`src/hdl/sha_auth_regs.vh`:
```
`ifndef SHA_AUTH_REGS_VH
`define SHA_AUTH_REGS_VH

`define ADDR_COMMAND 9'h060
`define ADDR_PROT_STAT 9'h061
`define ADDR_BUF_FIRST 9'h0C0
`define ADDR_BUF_LAST 9'h0CF
`define ADDR_CHAL_LAST 9'h0C9

`define STAT_WP_GLOBAL 0
`define STAT_NVM_ACTIVE 1
`define STAT_NVM_FAIL 2
`define STAT_WP_LO 3
`define STAT_WP_HI 7
`define STAT_WP_RESET 5'h1F
`define STAT_UNLOCK_VAL 16'h0000
`define STAT_RELOCK_VAL 16'h00F9

`define CMD_MAC_SERIAL 16'h3500
`define CMD_MAC_PLAIN 16'h3600
`define CMD_NEXT_PLAIN 16'h3000
`define CMD_NEXT_SERIAL 16'h3300
`define CMD_CLEAR_SECRET 16'h5A00
`define CMD_LOCK_SECRET 16'h6000
`define CMD_LOAD_INTER 16'h3800
`define CMD_INTER_SERIAL 16'h3900
`define CMD_INTER_PLAIN 16'h3A00
`define CMD_IMAC_SERIAL 16'h3D00
`define CMD_IMAC_PLAIN 16'h3C00

`define SECRET_RESET 160'h0
`define SERIAL_MASK_ONES 64'hFFFFFFFFFFFFFFFF

`define CLK_PERIOD_NS 4
`define HASH_WAIT_NS 4000
`define NVM_STORE_NS 16000
`define HASH_WAIT_CYC (`HASH_WAIT_NS / `CLK_PERIOD_NS)
`define NVM_STORE_CYC ((`NVM_STORE_NS + `CLK_PERIOD_NS - 1) / `CLK_PERIOD_NS)
`define SECRET_LIMIT 6

`endif

```
`src/hdl/sha_auth_secret_manager.v`:
```
// Behaviour
// - 3600h hashes challenge 0C0h-0C9h; digest read at 0C0h-0CFh.
// - No direct secret write; new secret hashed from old one and seed.
// - Secret changes, clears included, capped at limit; then refused.
// - Failed update keeps old secret but still uses one update.
// - New device holds an all-zero secret.
// - 3300h/3000h at 060h derive new secret from secret and seed.
// - Failed update sets fail flag; host restarts from the unlock.
// - 6000h locks the secret until reset; host waits the store time.
// - 3800h loads intermediate secret from NVM into working RAM.
// - 3900h/3A00h derive next intermediate secret from it and seed.
// - 3D00h/3C00h MAC intermediate secret and challenge into 0C0h-0CFh.
// - Ordinary MAC or derivation overwrites the intermediate secret.
// - Intermediate MAC destroys it; host rebuilds it each time.
// - Every computed MAC replaces the challenge in 0C0h-0CFh.
// - Derivation keeps last 160 hash bits; buffer left unchanged.
// - Active flag rises when a nonvolatile store starts, clears when done.
`include "sha_auth_regs.vh"

module sha_auth_secret_manager #(
    parameter HASH_CYC = `HASH_WAIT_CYC,
    parameter STORE_CYC = `NVM_STORE_CYC,
    parameter [3:0] SECRET_UPDATE_LIMIT = `SECRET_LIMIT,
    // Arbitrary values, no meaning outside simulation
    parameter [63:0] UNIQUE_SERIAL_NUMBER = 64'h0123456789ABCDEF,
    parameter [159:0] NV_INTER_SECRET = 160'h5A5A5A5A00000000A5A5A5A5
) (
    input wire core_clk,
    input wire arst_n,
    input wire clk_en,
    input wire reg_wr,
    input wire reg_rd,
    input wire [8:0] reg_addr,
    input wire [15:0] reg_wdata,
    output reg [15:0] reg_rdata,
    input wire nvm_write_fail
);
    localparam S_IDLE = 3'b001;
    localparam S_HASH = 3'b010;
    localparam S_STORE = 3'b100;

    localparam K_MAC = 3'd0;
    localparam K_NEXT = 3'd1;
    localparam K_CLEAR = 3'd2;
    localparam K_LOCK = 3'd3;
    localparam K_INTER = 3'd4;
    localparam K_IMAC = 3'd5;

    reg [2:0] state_r;
    reg [2:0] kind_r;
    reg [15:0] cnt_r;
    reg [255:0] mix_r;
    reg [15:0] buf_r [0:15];
    reg [159:0] secret_r;
    reg [159:0] inter_r;
    reg [3:0] used_r;
    reg secret_locked_r;
    reg wp_global_r;
    reg [4:0] wp_pages_r;
    reg nvm_fail_flag_r;
    reg pair_armed_r;
    reg [15:0] pair_val_r;

    wire idle = (state_r == S_IDLE);
    wire wr_cmd = reg_wr && reg_addr == `ADDR_COMMAND;
    wire wr_stat = reg_wr && reg_addr == `ADDR_PROT_STAT;
    wire in_buf = reg_addr >= `ADDR_BUF_FIRST && reg_addr <= `ADDR_BUF_LAST;
    wire [3:0] buf_idx = reg_addr[3:0];
    wire cmd_ok = wr_cmd && idle && !wp_global_r;

    // Decodes a command word: bit 4 valid, bit 3 serial, low bits the kind
    function [4:0] decode;
        input [15:0] code;
        begin
            case (code)
                `CMD_MAC_PLAIN: decode = {2'b10, K_MAC};
                `CMD_MAC_SERIAL: decode = {2'b11, K_MAC};
                `CMD_NEXT_PLAIN: decode = {2'b10, K_NEXT};
                `CMD_NEXT_SERIAL: decode = {2'b11, K_NEXT};
                `CMD_CLEAR_SECRET: decode = {2'b10, K_CLEAR};
                `CMD_LOCK_SECRET: decode = {2'b10, K_LOCK};
                `CMD_LOAD_INTER: decode = {2'b10, K_INTER};
                `CMD_INTER_PLAIN: decode = {2'b10, K_INTER};
                `CMD_INTER_SERIAL: decode = {2'b11, K_INTER};
                `CMD_IMAC_PLAIN: decode = {2'b10, K_IMAC};
                `CMD_IMAC_SERIAL: decode = {2'b11, K_IMAC};
                default: decode = 5'h00;
            endcase
        end
    endfunction

    wire [4:0] dec = decode(reg_wdata);
    wire dec_valid = dec[4];
    wire [63:0] serial_word = dec[3] ? UNIQUE_SERIAL_NUMBER
                                     : `SERIAL_MASK_ONES;
    wire is_load = reg_wdata == `CMD_LOAD_INTER;
    wire is_nv_kind = dec[2:0] == K_NEXT || dec[2:0] == K_CLEAR ||
                      dec[2:0] == K_LOCK;

    wire [159:0] chal;
    genvar gi;
    generate
        for (gi = 0; gi < 10; gi = gi + 1) begin : g_chal
            assign chal[159 - 16 * gi -: 16] = buf_r[gi];
        end
    endgenerate

    wire [159:0] hash_key = (dec[2:0] == K_INTER || dec[2:0] == K_IMAC)
                            ? inter_r : secret_r;
    wire [255:0] mix_seed = {hash_key, chal[159:64]} ^
                            {chal[63:0], serial_word, 128'h0};

    // Compact round: rotate the state and fold one mixed word back in.
    // Keeps the timing and data paths of the engine; not a standard digest.
    wire [31:0] fold = {mix_r[226:224], mix_r[255:227]} + mix_r[127:96];
    wire [255:0] mix_nxt = {mix_r[223:0], mix_r[255:224] ^ fold ^
                            {16'h0000, cnt_r} ^ 32'h428A2F98};

    wire change_ok = used_r < SECRET_UPDATE_LIMIT && !secret_locked_r;
    wire pages_open = !wp_global_r || !reg_wdata[`STAT_WP_GLOBAL];

    always @(posedge core_clk or negedge arst_n) begin
        if (!arst_n) begin
            reg_rdata <= 16'h0000;
        end else if (clk_en) begin
            if (!reg_rd) begin
                reg_rdata <= 16'h0000;
            end else if (reg_addr == `ADDR_PROT_STAT) begin
                reg_rdata <= {8'h00, wp_pages_r, nvm_fail_flag_r,
                              state_r == S_STORE, wp_global_r};
            end else if (in_buf) begin
                reg_rdata <= buf_r[buf_idx];
            end else begin
                reg_rdata <= 16'h0000;
            end
        end
    end

    // Protection writes take effect only on two equal writes back to back
    always @(posedge core_clk or negedge arst_n) begin
        if (!arst_n) begin
            pair_armed_r <= 1'b0;
            pair_val_r <= 16'h0000;
            wp_global_r <= 1'b1;
            wp_pages_r <= `STAT_WP_RESET;
        end else if (clk_en) begin
            if (wr_stat) begin
                pair_val_r <= reg_wdata;
                pair_armed_r <= !(pair_armed_r && pair_val_r == reg_wdata);
                if (pair_armed_r && pair_val_r == reg_wdata) begin
                    wp_global_r <= reg_wdata[`STAT_WP_GLOBAL];
                    if (pages_open)
                        wp_pages_r <= reg_wdata[`STAT_WP_HI:`STAT_WP_LO];
                end
            end else if (reg_wr || reg_rd) begin
                pair_armed_r <= 1'b0;
            end
        end
    end

    integer i;
    always @(posedge core_clk or negedge arst_n) begin
        if (!arst_n) begin
            state_r <= S_IDLE;
            kind_r <= K_MAC;
            cnt_r <= 16'h0000;
            mix_r <= 256'h0;
            secret_r <= `SECRET_RESET;
            inter_r <= 160'h0;
            used_r <= 4'h0;
            secret_locked_r <= 1'b0;
            nvm_fail_flag_r <= 1'b0;
            for (i = 0; i < 16; i = i + 1)
                buf_r[i] <= 16'h0000;
        end else if (clk_en) begin
            // Host may clear the fail flag once protection is off
            if (wr_stat && !wp_global_r && !reg_wdata[`STAT_NVM_FAIL])
                nvm_fail_flag_r <= 1'b0;
            // Buffer is frozen while the engine owns it
            if (reg_wr && in_buf && idle)
                buf_r[buf_idx] <= reg_wdata;
            case (state_r)
                S_IDLE: begin
                    if (cmd_ok && dec_valid) begin
                        kind_r <= dec[2:0];
                        cnt_r <= 16'h0000;
                        mix_r <= mix_seed;
                        if (is_load) begin
                            inter_r <= NV_INTER_SECRET;
                        end else if (is_nv_kind && !change_ok) begin
                            nvm_fail_flag_r <= 1'b1;
                        end else if (dec[2:0] == K_CLEAR ||
                                     dec[2:0] == K_LOCK) begin
                            state_r <= S_STORE;
                        end else begin
                            state_r <= S_HASH;
                        end
                    end
                end
                S_HASH: begin
                    mix_r <= mix_nxt;
                    cnt_r <= cnt_r + 16'h0001;
                    if (cnt_r == HASH_CYC[15:0] - 16'h0001) begin
                        cnt_r <= 16'h0000;
                        // Working RAM is reused by every hash pass
                        inter_r <= 160'h0;
                        case (kind_r)
                            K_MAC, K_IMAC: begin
                                for (i = 0; i < 16; i = i + 1)
                                    buf_r[i] <= mix_nxt[255 - 16 * i -: 16];
                                state_r <= S_IDLE;
                            end
                            K_INTER: begin
                                inter_r <= mix_nxt[159:0];
                                state_r <= S_IDLE;
                            end
                            default: begin
                                state_r <= S_STORE;
                            end
                        endcase
                    end
                end
                S_STORE: begin
                    cnt_r <= cnt_r + 16'h0001;
                    if (cnt_r == STORE_CYC[15:0] - 16'h0001) begin
                        state_r <= S_IDLE;
                        if (kind_r != K_LOCK)
                            used_r <= used_r + 4'h1;
                        if (nvm_write_fail) begin
                            nvm_fail_flag_r <= 1'b1;
                        end else if (kind_r == K_LOCK) begin
                            secret_locked_r <= 1'b1;
                        end else if (kind_r == K_CLEAR) begin
                            secret_r <= `SECRET_RESET;
                        end else begin
                            secret_r <= mix_r[159:0];
                        end
                    end
                end
                default: state_r <= S_IDLE;
            endcase
        end
    end
endmodule // sha_auth_secret_manager
```
`config.mk`:
```
export PLATFORM = sky130hd
export DESIGN_NAME = sha_auth_secret_manager
export DESIGN_NICKNAME = d
export VERILOG_FILES = /design/src/hdl/sha_auth_secret_manager.v
export VERILOG_INCLUDE_DIRS = /design/src /design/src/hdl
export SDC_FILE = /design/constraint.sdc
export NUM_CORES = 2
export LEC_CHECK = 0
export ABC_CLOCK_PERIOD_IN_PS = 6900
export BUFFER_PORTS_ARGS = -buffer_cell sky130_fd_sc_hd__buf_2
export CAP_MARGIN = 15
export CORE_MARGIN = 5
export CORE_UTILIZATION = 61
export CTS_CLUSTER_SIZE = 30
export DETAILED_ROUTE_END_ITERATION = 7
export PLACE_DENSITY = 0.74
export SLEW_MARGIN = 15
export SYNTH_ARGS = -nofsm -noshare
export SYNTH_HDL_FRONTEND = slang
export SYNTH_SLANG_ARGS = --single-unit
```
`constraint.sdc`:
```
create_clock -name core_clk -period 6.9 [get_ports core_clk]
set_input_delay 0 -clock core_clk [delete_from_list [all_inputs] [get_ports core_clk]]
set_output_delay 0 -clock core_clk [all_outputs]
set_load 0.02 [all_outputs]
```
Yosys cells after proc, flatten, opt, wreduce, memory -nomap -nowiden
Index checks and enable logic that the tools add are counted.
{"block": "totals", "register_bits": 899, "in_bits": 31, "out_inout_bits": 16, "wordCells": 169}
{"block": "classes", "mux": 44, "n_lt_le_gt_ge": 5, "n_eq_ne": 35, "n_addsub": 3, "reduce_logical": 45, "bitwise_logic": 7}
{"operator": "$mux W256", "count": 5}
{"operator": "$mux W160", "count": 6}
{"operator": "$pmux W256 S2", "count": 1}
{"operator": "$pmux W160 S2", "count": 1}
{"operator": "$bwmux W256", "count": 1}
{"operator": "$xor A256 B256 Y256", "count": 1}
{"operator": "$eq A16 B14 Y1 const B", "count": 9}
{"operator": "$mux W16", "count": 8}
{"operator": "$bmux W16 S4", "count": 1}
{"operator": "$demux W16 S4", "count": 1}
{"operator": "$mux W64", "count": 1}
{"operator": "$pmux W5 S10", "count": 1}
{"operator": "$pmux W16 S3", "count": 1}
{"operator": "$add A32 B32 Y32", "count": 1}
{"operator": "$eq A16 B15 Y1 const B", "count": 2}
{"operator": "$xor A32 B16 Y32", "count": 1}
{"operator": "$xor A32 B32 Y32", "count": 1}
{"operator": "$mux W3", "count": 7}
{"operator": "$eq A9 B7 Y1 const B", "count": 2}
{"operator": "$add A16 B1 Y16 const B", "count": 1}
{"operator": "$eq A16 B10 Y1 const B", "count": 1}
{"operator": "$eq A16 B12 Y1 const B", "count": 1}
{"operator": "$eq A16 B16 Y1", "count": 1}
{"operator": "$eq A3 B2 Y1 const B", "count": 5}
{"operator": "other kinds (30)", "count": 79}

Longest topological paths before layout
{"block": "depth", "word_depth": 11, "ltp_mapped": 13, "mapped_depth_nobuf": 10}

Worst setup path before layout
Ideal clock, no wire load.
{"block": "synth_path", "kind": "register to register", "startpoint": "register mix_r[96]", "endpoint": "register mix_r[30]", "stages_incl_launch_ff": 11, "required_ps": 6818, "setup_slack_ps": 4027, "period_less_slack_ps": 2873, "arrival_ps": 2791, "n_path_buf": 0, "cell_sequence": "dfrtp_1 > ha_1 > fa_1 > a21o_1 > a221oi_1 > o21a_1 > nand3_1 > and3_1 > or3_1 > and3_1 > a31oi_1"}
{"block": "synth_between", "elab_chain_cells": 5}
{"element": "start: declaration", "line_no": "sha_auth_secret_manager.v:52", "rtl": "reg [255:0] mix_r;"}
{"element": "start signal: assignment", "line_no": "sha_auth_secret_manager.v:187", "rtl": "mix_r <= mix_seed;"}
{"element": "start signal: assignment", "line_no": "sha_auth_secret_manager.v:201", "rtl": "mix_r <= mix_nxt;"}
{"element": "$add A32 B32 Y32", "line_no": "sha_auth_secret_manager.v:115", "rtl": "wire [31:0] fold = {mix_r[226:224], mix_r[255:227]} + mix_r[127:96];"}
{"element": "$xor A32 B32 Y32", "line_no": "sha_auth_secret_manager.v:116", "rtl": "wire [255:0] mix_nxt = {mix_r[223:0], mix_r[255:224] ^ fold ^"}
{"element": "$xor A32 B16 Y32", "line_no": "sha_auth_secret_manager.v:116"}
{"element": "$not A13 Y13 (no source line)"}
{"element": "$pmux W256 S2", "line_no": "sha_auth_secret_manager.v:182", "rtl": "case (state_r)"}
Every way passes these cells.
A chain may end at the register's enable or synchronous reset.

Final worst setup path
{"block": "layout_path", "startpoint": "register state_r[1]", "endpoint": "register buf_r[124] (netlist name)"}
{"block": "layout_between", "elab_chain_cells": 6, "elab_cells_between_ends": 7, "classes_between": "eq/ne: 2; mux: 4; reduce/logical: 1"}
{"element": "start: declaration", "line_no": "sha_auth_secret_manager.v:49", "rtl": "reg [2:0] state_r;"}
{"element": "start signal: assignment", "line_no": "sha_auth_secret_manager.v:164", "rtl": "state_r <= S_IDLE;"}
{"element": "start signal: assignment", "line_no": "sha_auth_secret_manager.v:194", "rtl": "state_r <= S_STORE;"}
{"element": "start signal: assignment", "line_no": "sha_auth_secret_manager.v:196", "rtl": "state_r <= S_HASH;"}
{"element": "$eq A3 B1 Y1", "line_no": "sha_auth_secret_manager.v:64", "rtl": "wire idle = (state_r == S_IDLE);"}
{"element": "$logic_and A1 B1 Y1", "line_no": "sha_auth_secret_manager.v:180", "rtl": "if (reg_wr && in_buf && idle)"}
{"element": "$mux W256", "line_no": "sha_auth_secret_manager.v:180"}
{"element": "$mux W256", "line_no": "sha_auth_secret_manager.v:207", "rtl": "case (kind_r)"}
{"element": "$mux W256", "line_no": "sha_auth_secret_manager.v:203", "rtl": "if (cnt_r == HASH_CYC[15:0] - 16'h0001) begin"}
{"element": "$mux W256 (*)", "line_no": "sha_auth_secret_manager.v:182"}
{"element": "end signal: indexed assignment", "line_no": "sha_auth_secret_manager.v:181", "rtl": "buf_r[buf_idx] <= reg_wdata;"}
{"element": "end signal: indexed assignment", "line_no": "sha_auth_secret_manager.v:210", "rtl": "buf_r[i] <= mix_nxt[255 - 16 * i -: 16];"}
{"element": "end: declaration", "line_no": "sha_auth_secret_manager.v:53", "rtl": "reg [15:0] buf_r [0:15];"}
Every way passes the cells marked *; elsewhere a longest branch is shown, timed or not.

==> impl_metrics.yaml <==
pwr:
  pwr-share-seq_pct: 48.0
  ir_drop_v: 0.000267
  clockPowerShare_pct: 46.9
  power-per-cell-area_mw_per_mm2: 234
  power.internal_w: 0.00874
  power_leakage_nw: 22.7
  p_sw_share_pct: 23.4
  p_total_w: 0.0114
  switchingPower_w: 0.00268
  pwr-share-comb_pct: 5.1
placed_design:
  gp_congestion: 1.03
  portBuffers: 46
  dp_cells: 5456
  dpl_cell_area_sq_mm: 0.0453
  place_hpwl_um: 98200
  dp_slack_ns: 2.83
route:
  via_per_inst: 6.85
  drtAntennaViolNets: 0
  drt_wl_total_um: 158000
  drc: 0
  drtPass1Iterations: 8
  routedWlPerCell_um: 27.9
  vias: 38800
  first_iter_violations: 5186
critical_path:
  cp-end-kind: "register"
  worstRegToRegCells: 8
  path_max_fanout: 52
  crit_path_top_delay_cell: "a21oi_2"
  cp_num_buf_inv: 1
  crit_path_start_kind: "register"
  critPathRequiredTime_ns: 7.48
  crit_chain: "nor2b_1 > nand2_4 > nor3_1 > nand2b_4 > a21oi_2 > buf_4 > nor2_1 > a21oi_1"
  critPathMaxStageDelay_ns: 1.21
  setup.worst_path.class: "reg -> reg"
  cp_top_family: "simple AND/OR/NAND/NOR gates"
  cp.arrival_ns: 5.00
  crit_cells: 8
sta:
  setup_violations: 0
  rsz0062_at_grt: "no"
  slew_viol_final: 0
  fin_ws_ns: 2.49
  worstMarginPinSlew_ns: 1.27
  hold_viol_final: 0
  post-route-period-util_pct: 64.0
  max-slew-margin-rel_pct: 15.2
  fin_worst_skew_ns: 0.0348
  max_freq_mhz: 227
  fin_crit_ns: 4.41
  setup-tns-final_ns: 0
floorplan:
  initial_utilization_pct: 61.5
  rows: 99
  die_h_um: 281
  die_area_sq_mm: 0.0790
  coreArea_sq_mm: 0.0728
  die_x_um: 281
  io_pins: 47
yosys:
  yosys_warnings: 0
  synth.distinct_cells: 80
  synthFlopType: "dfrtp_1"
  synthCells: 4775
  syn_nets: 4840
  synth_seq_area_share_pct: 50.2
  synth_area_per_cell_sq_um: 9.38
  synth_edf_count: 0
  syn_area_sq_mm: 0.0448
  async_flop_share_pct: 100
  ys_ff_latch: 899
job:
  drv_cap: 0
clock_network:
  htreeDepth: 3
  cts_resized: 0
  cts_buffers: 95
  clk_pin_slew_ns: 0.06
  cts_root_buffer: "clkbuf_16"
  post_cts.repair.setup_buffers: 0
  cts_tree: "built"
  clkSinkCount: 899
  cts_buffer_depth: 3
  worstSkewPairLatency_ns: 0.68
layout:
  stdcell_area_sq_mm: 0.0489
  final_common_cell: "dfrtp_1"
  drive_gt1_share_pct: 9.42
  most-common-layout-cells: "892 x dfrtp_1, 854 x nand2_1, 481 x nor2_1"
  nFillCells: 5799
  layout.cells.non_filler: 5655
  area_growth_pct: 9.12
  final_nets: 4685
global_routing:
  grt_pass1_vias: 37400
  grt_use_met1_pct: 53.9
  grt_antenna_before_repair: 3
  grt-busiest-layer: "met2"
  grtUsageTotal_pct: 39.7
  use_met2_pct: 57.4
  grt_max_degree: 262
  grt_pass1_wl_um: 238000
  gr-total-overflow: 0
  use_met3_pct: 9.75
min_path:
  worstHoldPathCells: 3
  hp-class: "in -> reg"
outcome:
  status: "completed"
## sequential cells by signal (all words and copies together) (netlist names)
register / cells
wp_global_r: 1
inter_r: 160
secret_locked_r: 1
used_r: 4
nvm_fail_flag_r: 1
pair_val_r: 16
secret_r: 160
reg_rdata: 16
cnt_r: 16
pair_armed_r: 1
wp_pages_r: 5
state_r: 3
kind_r: 3
buf_r: 256
mix_r: 256
## cells by family (layout without fill, tap and decap cells)
family	after synthesis	in the layout	synth area share, %
adder cells (fa/ha/maj)	34	34	0.966
AND/OR/NAND/NOR	1511	1511	13.7
XOR/XNOR	190	190	3.71
flip-flops	899	899	50.2
AO/OA/AOI/OAI	1445	1445	19.1
multiplexers	270	270	8.33
other	0	2	0
buffers and inverters	426	345	3.99
## power by group through the flow
stage                     registers [W]  logic [W]  clock network, W
after global placement          0.00557   0.000550                 0
after detailed placement        0.00557   0.000557                 0
after global routing            0.00548   0.000626           0.00560
final                           0.00548   0.000583           0.00536
after CTS                       0.00547   0.000573           0.00539
after floorplan                 0.00550   0.000342                 0
## cells in the mapped netlist (all sizes together) (15+ instances only)
master  count  area [sq um]
dfrtp     892         22300
nand2     855          3210
nor2      482          1810
o21ai     476          2390
a21oi     400          2070
clkbuf    264           992
o22ai     221          1380
mux2i     166          1660
buf       136           696
a22o      113           990
a31oi     108           676
xnor2      96           841
xor2       94           823
mux4       80          1800
nand3      41           205
ha         33           413
inv        26          97.6
and3       24           150
mux2       24           270
a22oi      22           165
a21o       19           143
o31ai      19           163
nor3       15          86.3
## final cells by class
cell class	count	area, sq um	area share [%]
antenna	2	5.00	0.0102
clock buffer	141	2880	5.90
clock inverter	30	377	0.770
inverter	26	97.6	0.200
multi-input combinational	3450	20600	42.1
sequential	899	22500	46.0
tap	959	1200	2.45
timing repair buffer	148	1220	2.49
## what timing repair did
action / CTS / global route
hold endpoints to repair: 300 / 0
hold buffers: 24 / 0
endpoints found under the setup margin: 0 / 0
## through the flow
step | hold slack (ns) | util, %
2_1_floorplan | -0.296 | -
3_3_place_gp | 0.0698 | 62.2
3_5_place_dp | 0.0700 | 62.2
4_1_cts | 0.000989 | 67.0
5_1_grt | 0.0213 | 67.1
6_report | 0.0497 | 67.1
## final timing paths
path | startpoint | endpoint | slack [ns]
max in group asynchronous | arst_n | secret_r[63] | 4.93
max | state_r[1] | buf_r[124] | 2.49
min | reg_wdata[8] | buf_r[168] | 0.05
max reg2reg | state_r[1] | buf_r[124] | 2.49
min in group asynchronous | arst_n | secret_r[14] | 0.39
min reg2reg | secret_r[77] | secret_r[77] | 0.48
## per-layer routing
metal,vias to the layer above,share of wire (%)
met5,-,0.011
met4,4,8.7
met3,697,11
met2,2530,42
met1,19000,38
li1,16500,-
## worst min-delay path, cell delays in order
cell and delay (ns):
buf_2 0.34, o22ai_1 0.21, a21oi_1 0.08
No activity file was read; power rests on OpenSTA's default activity.
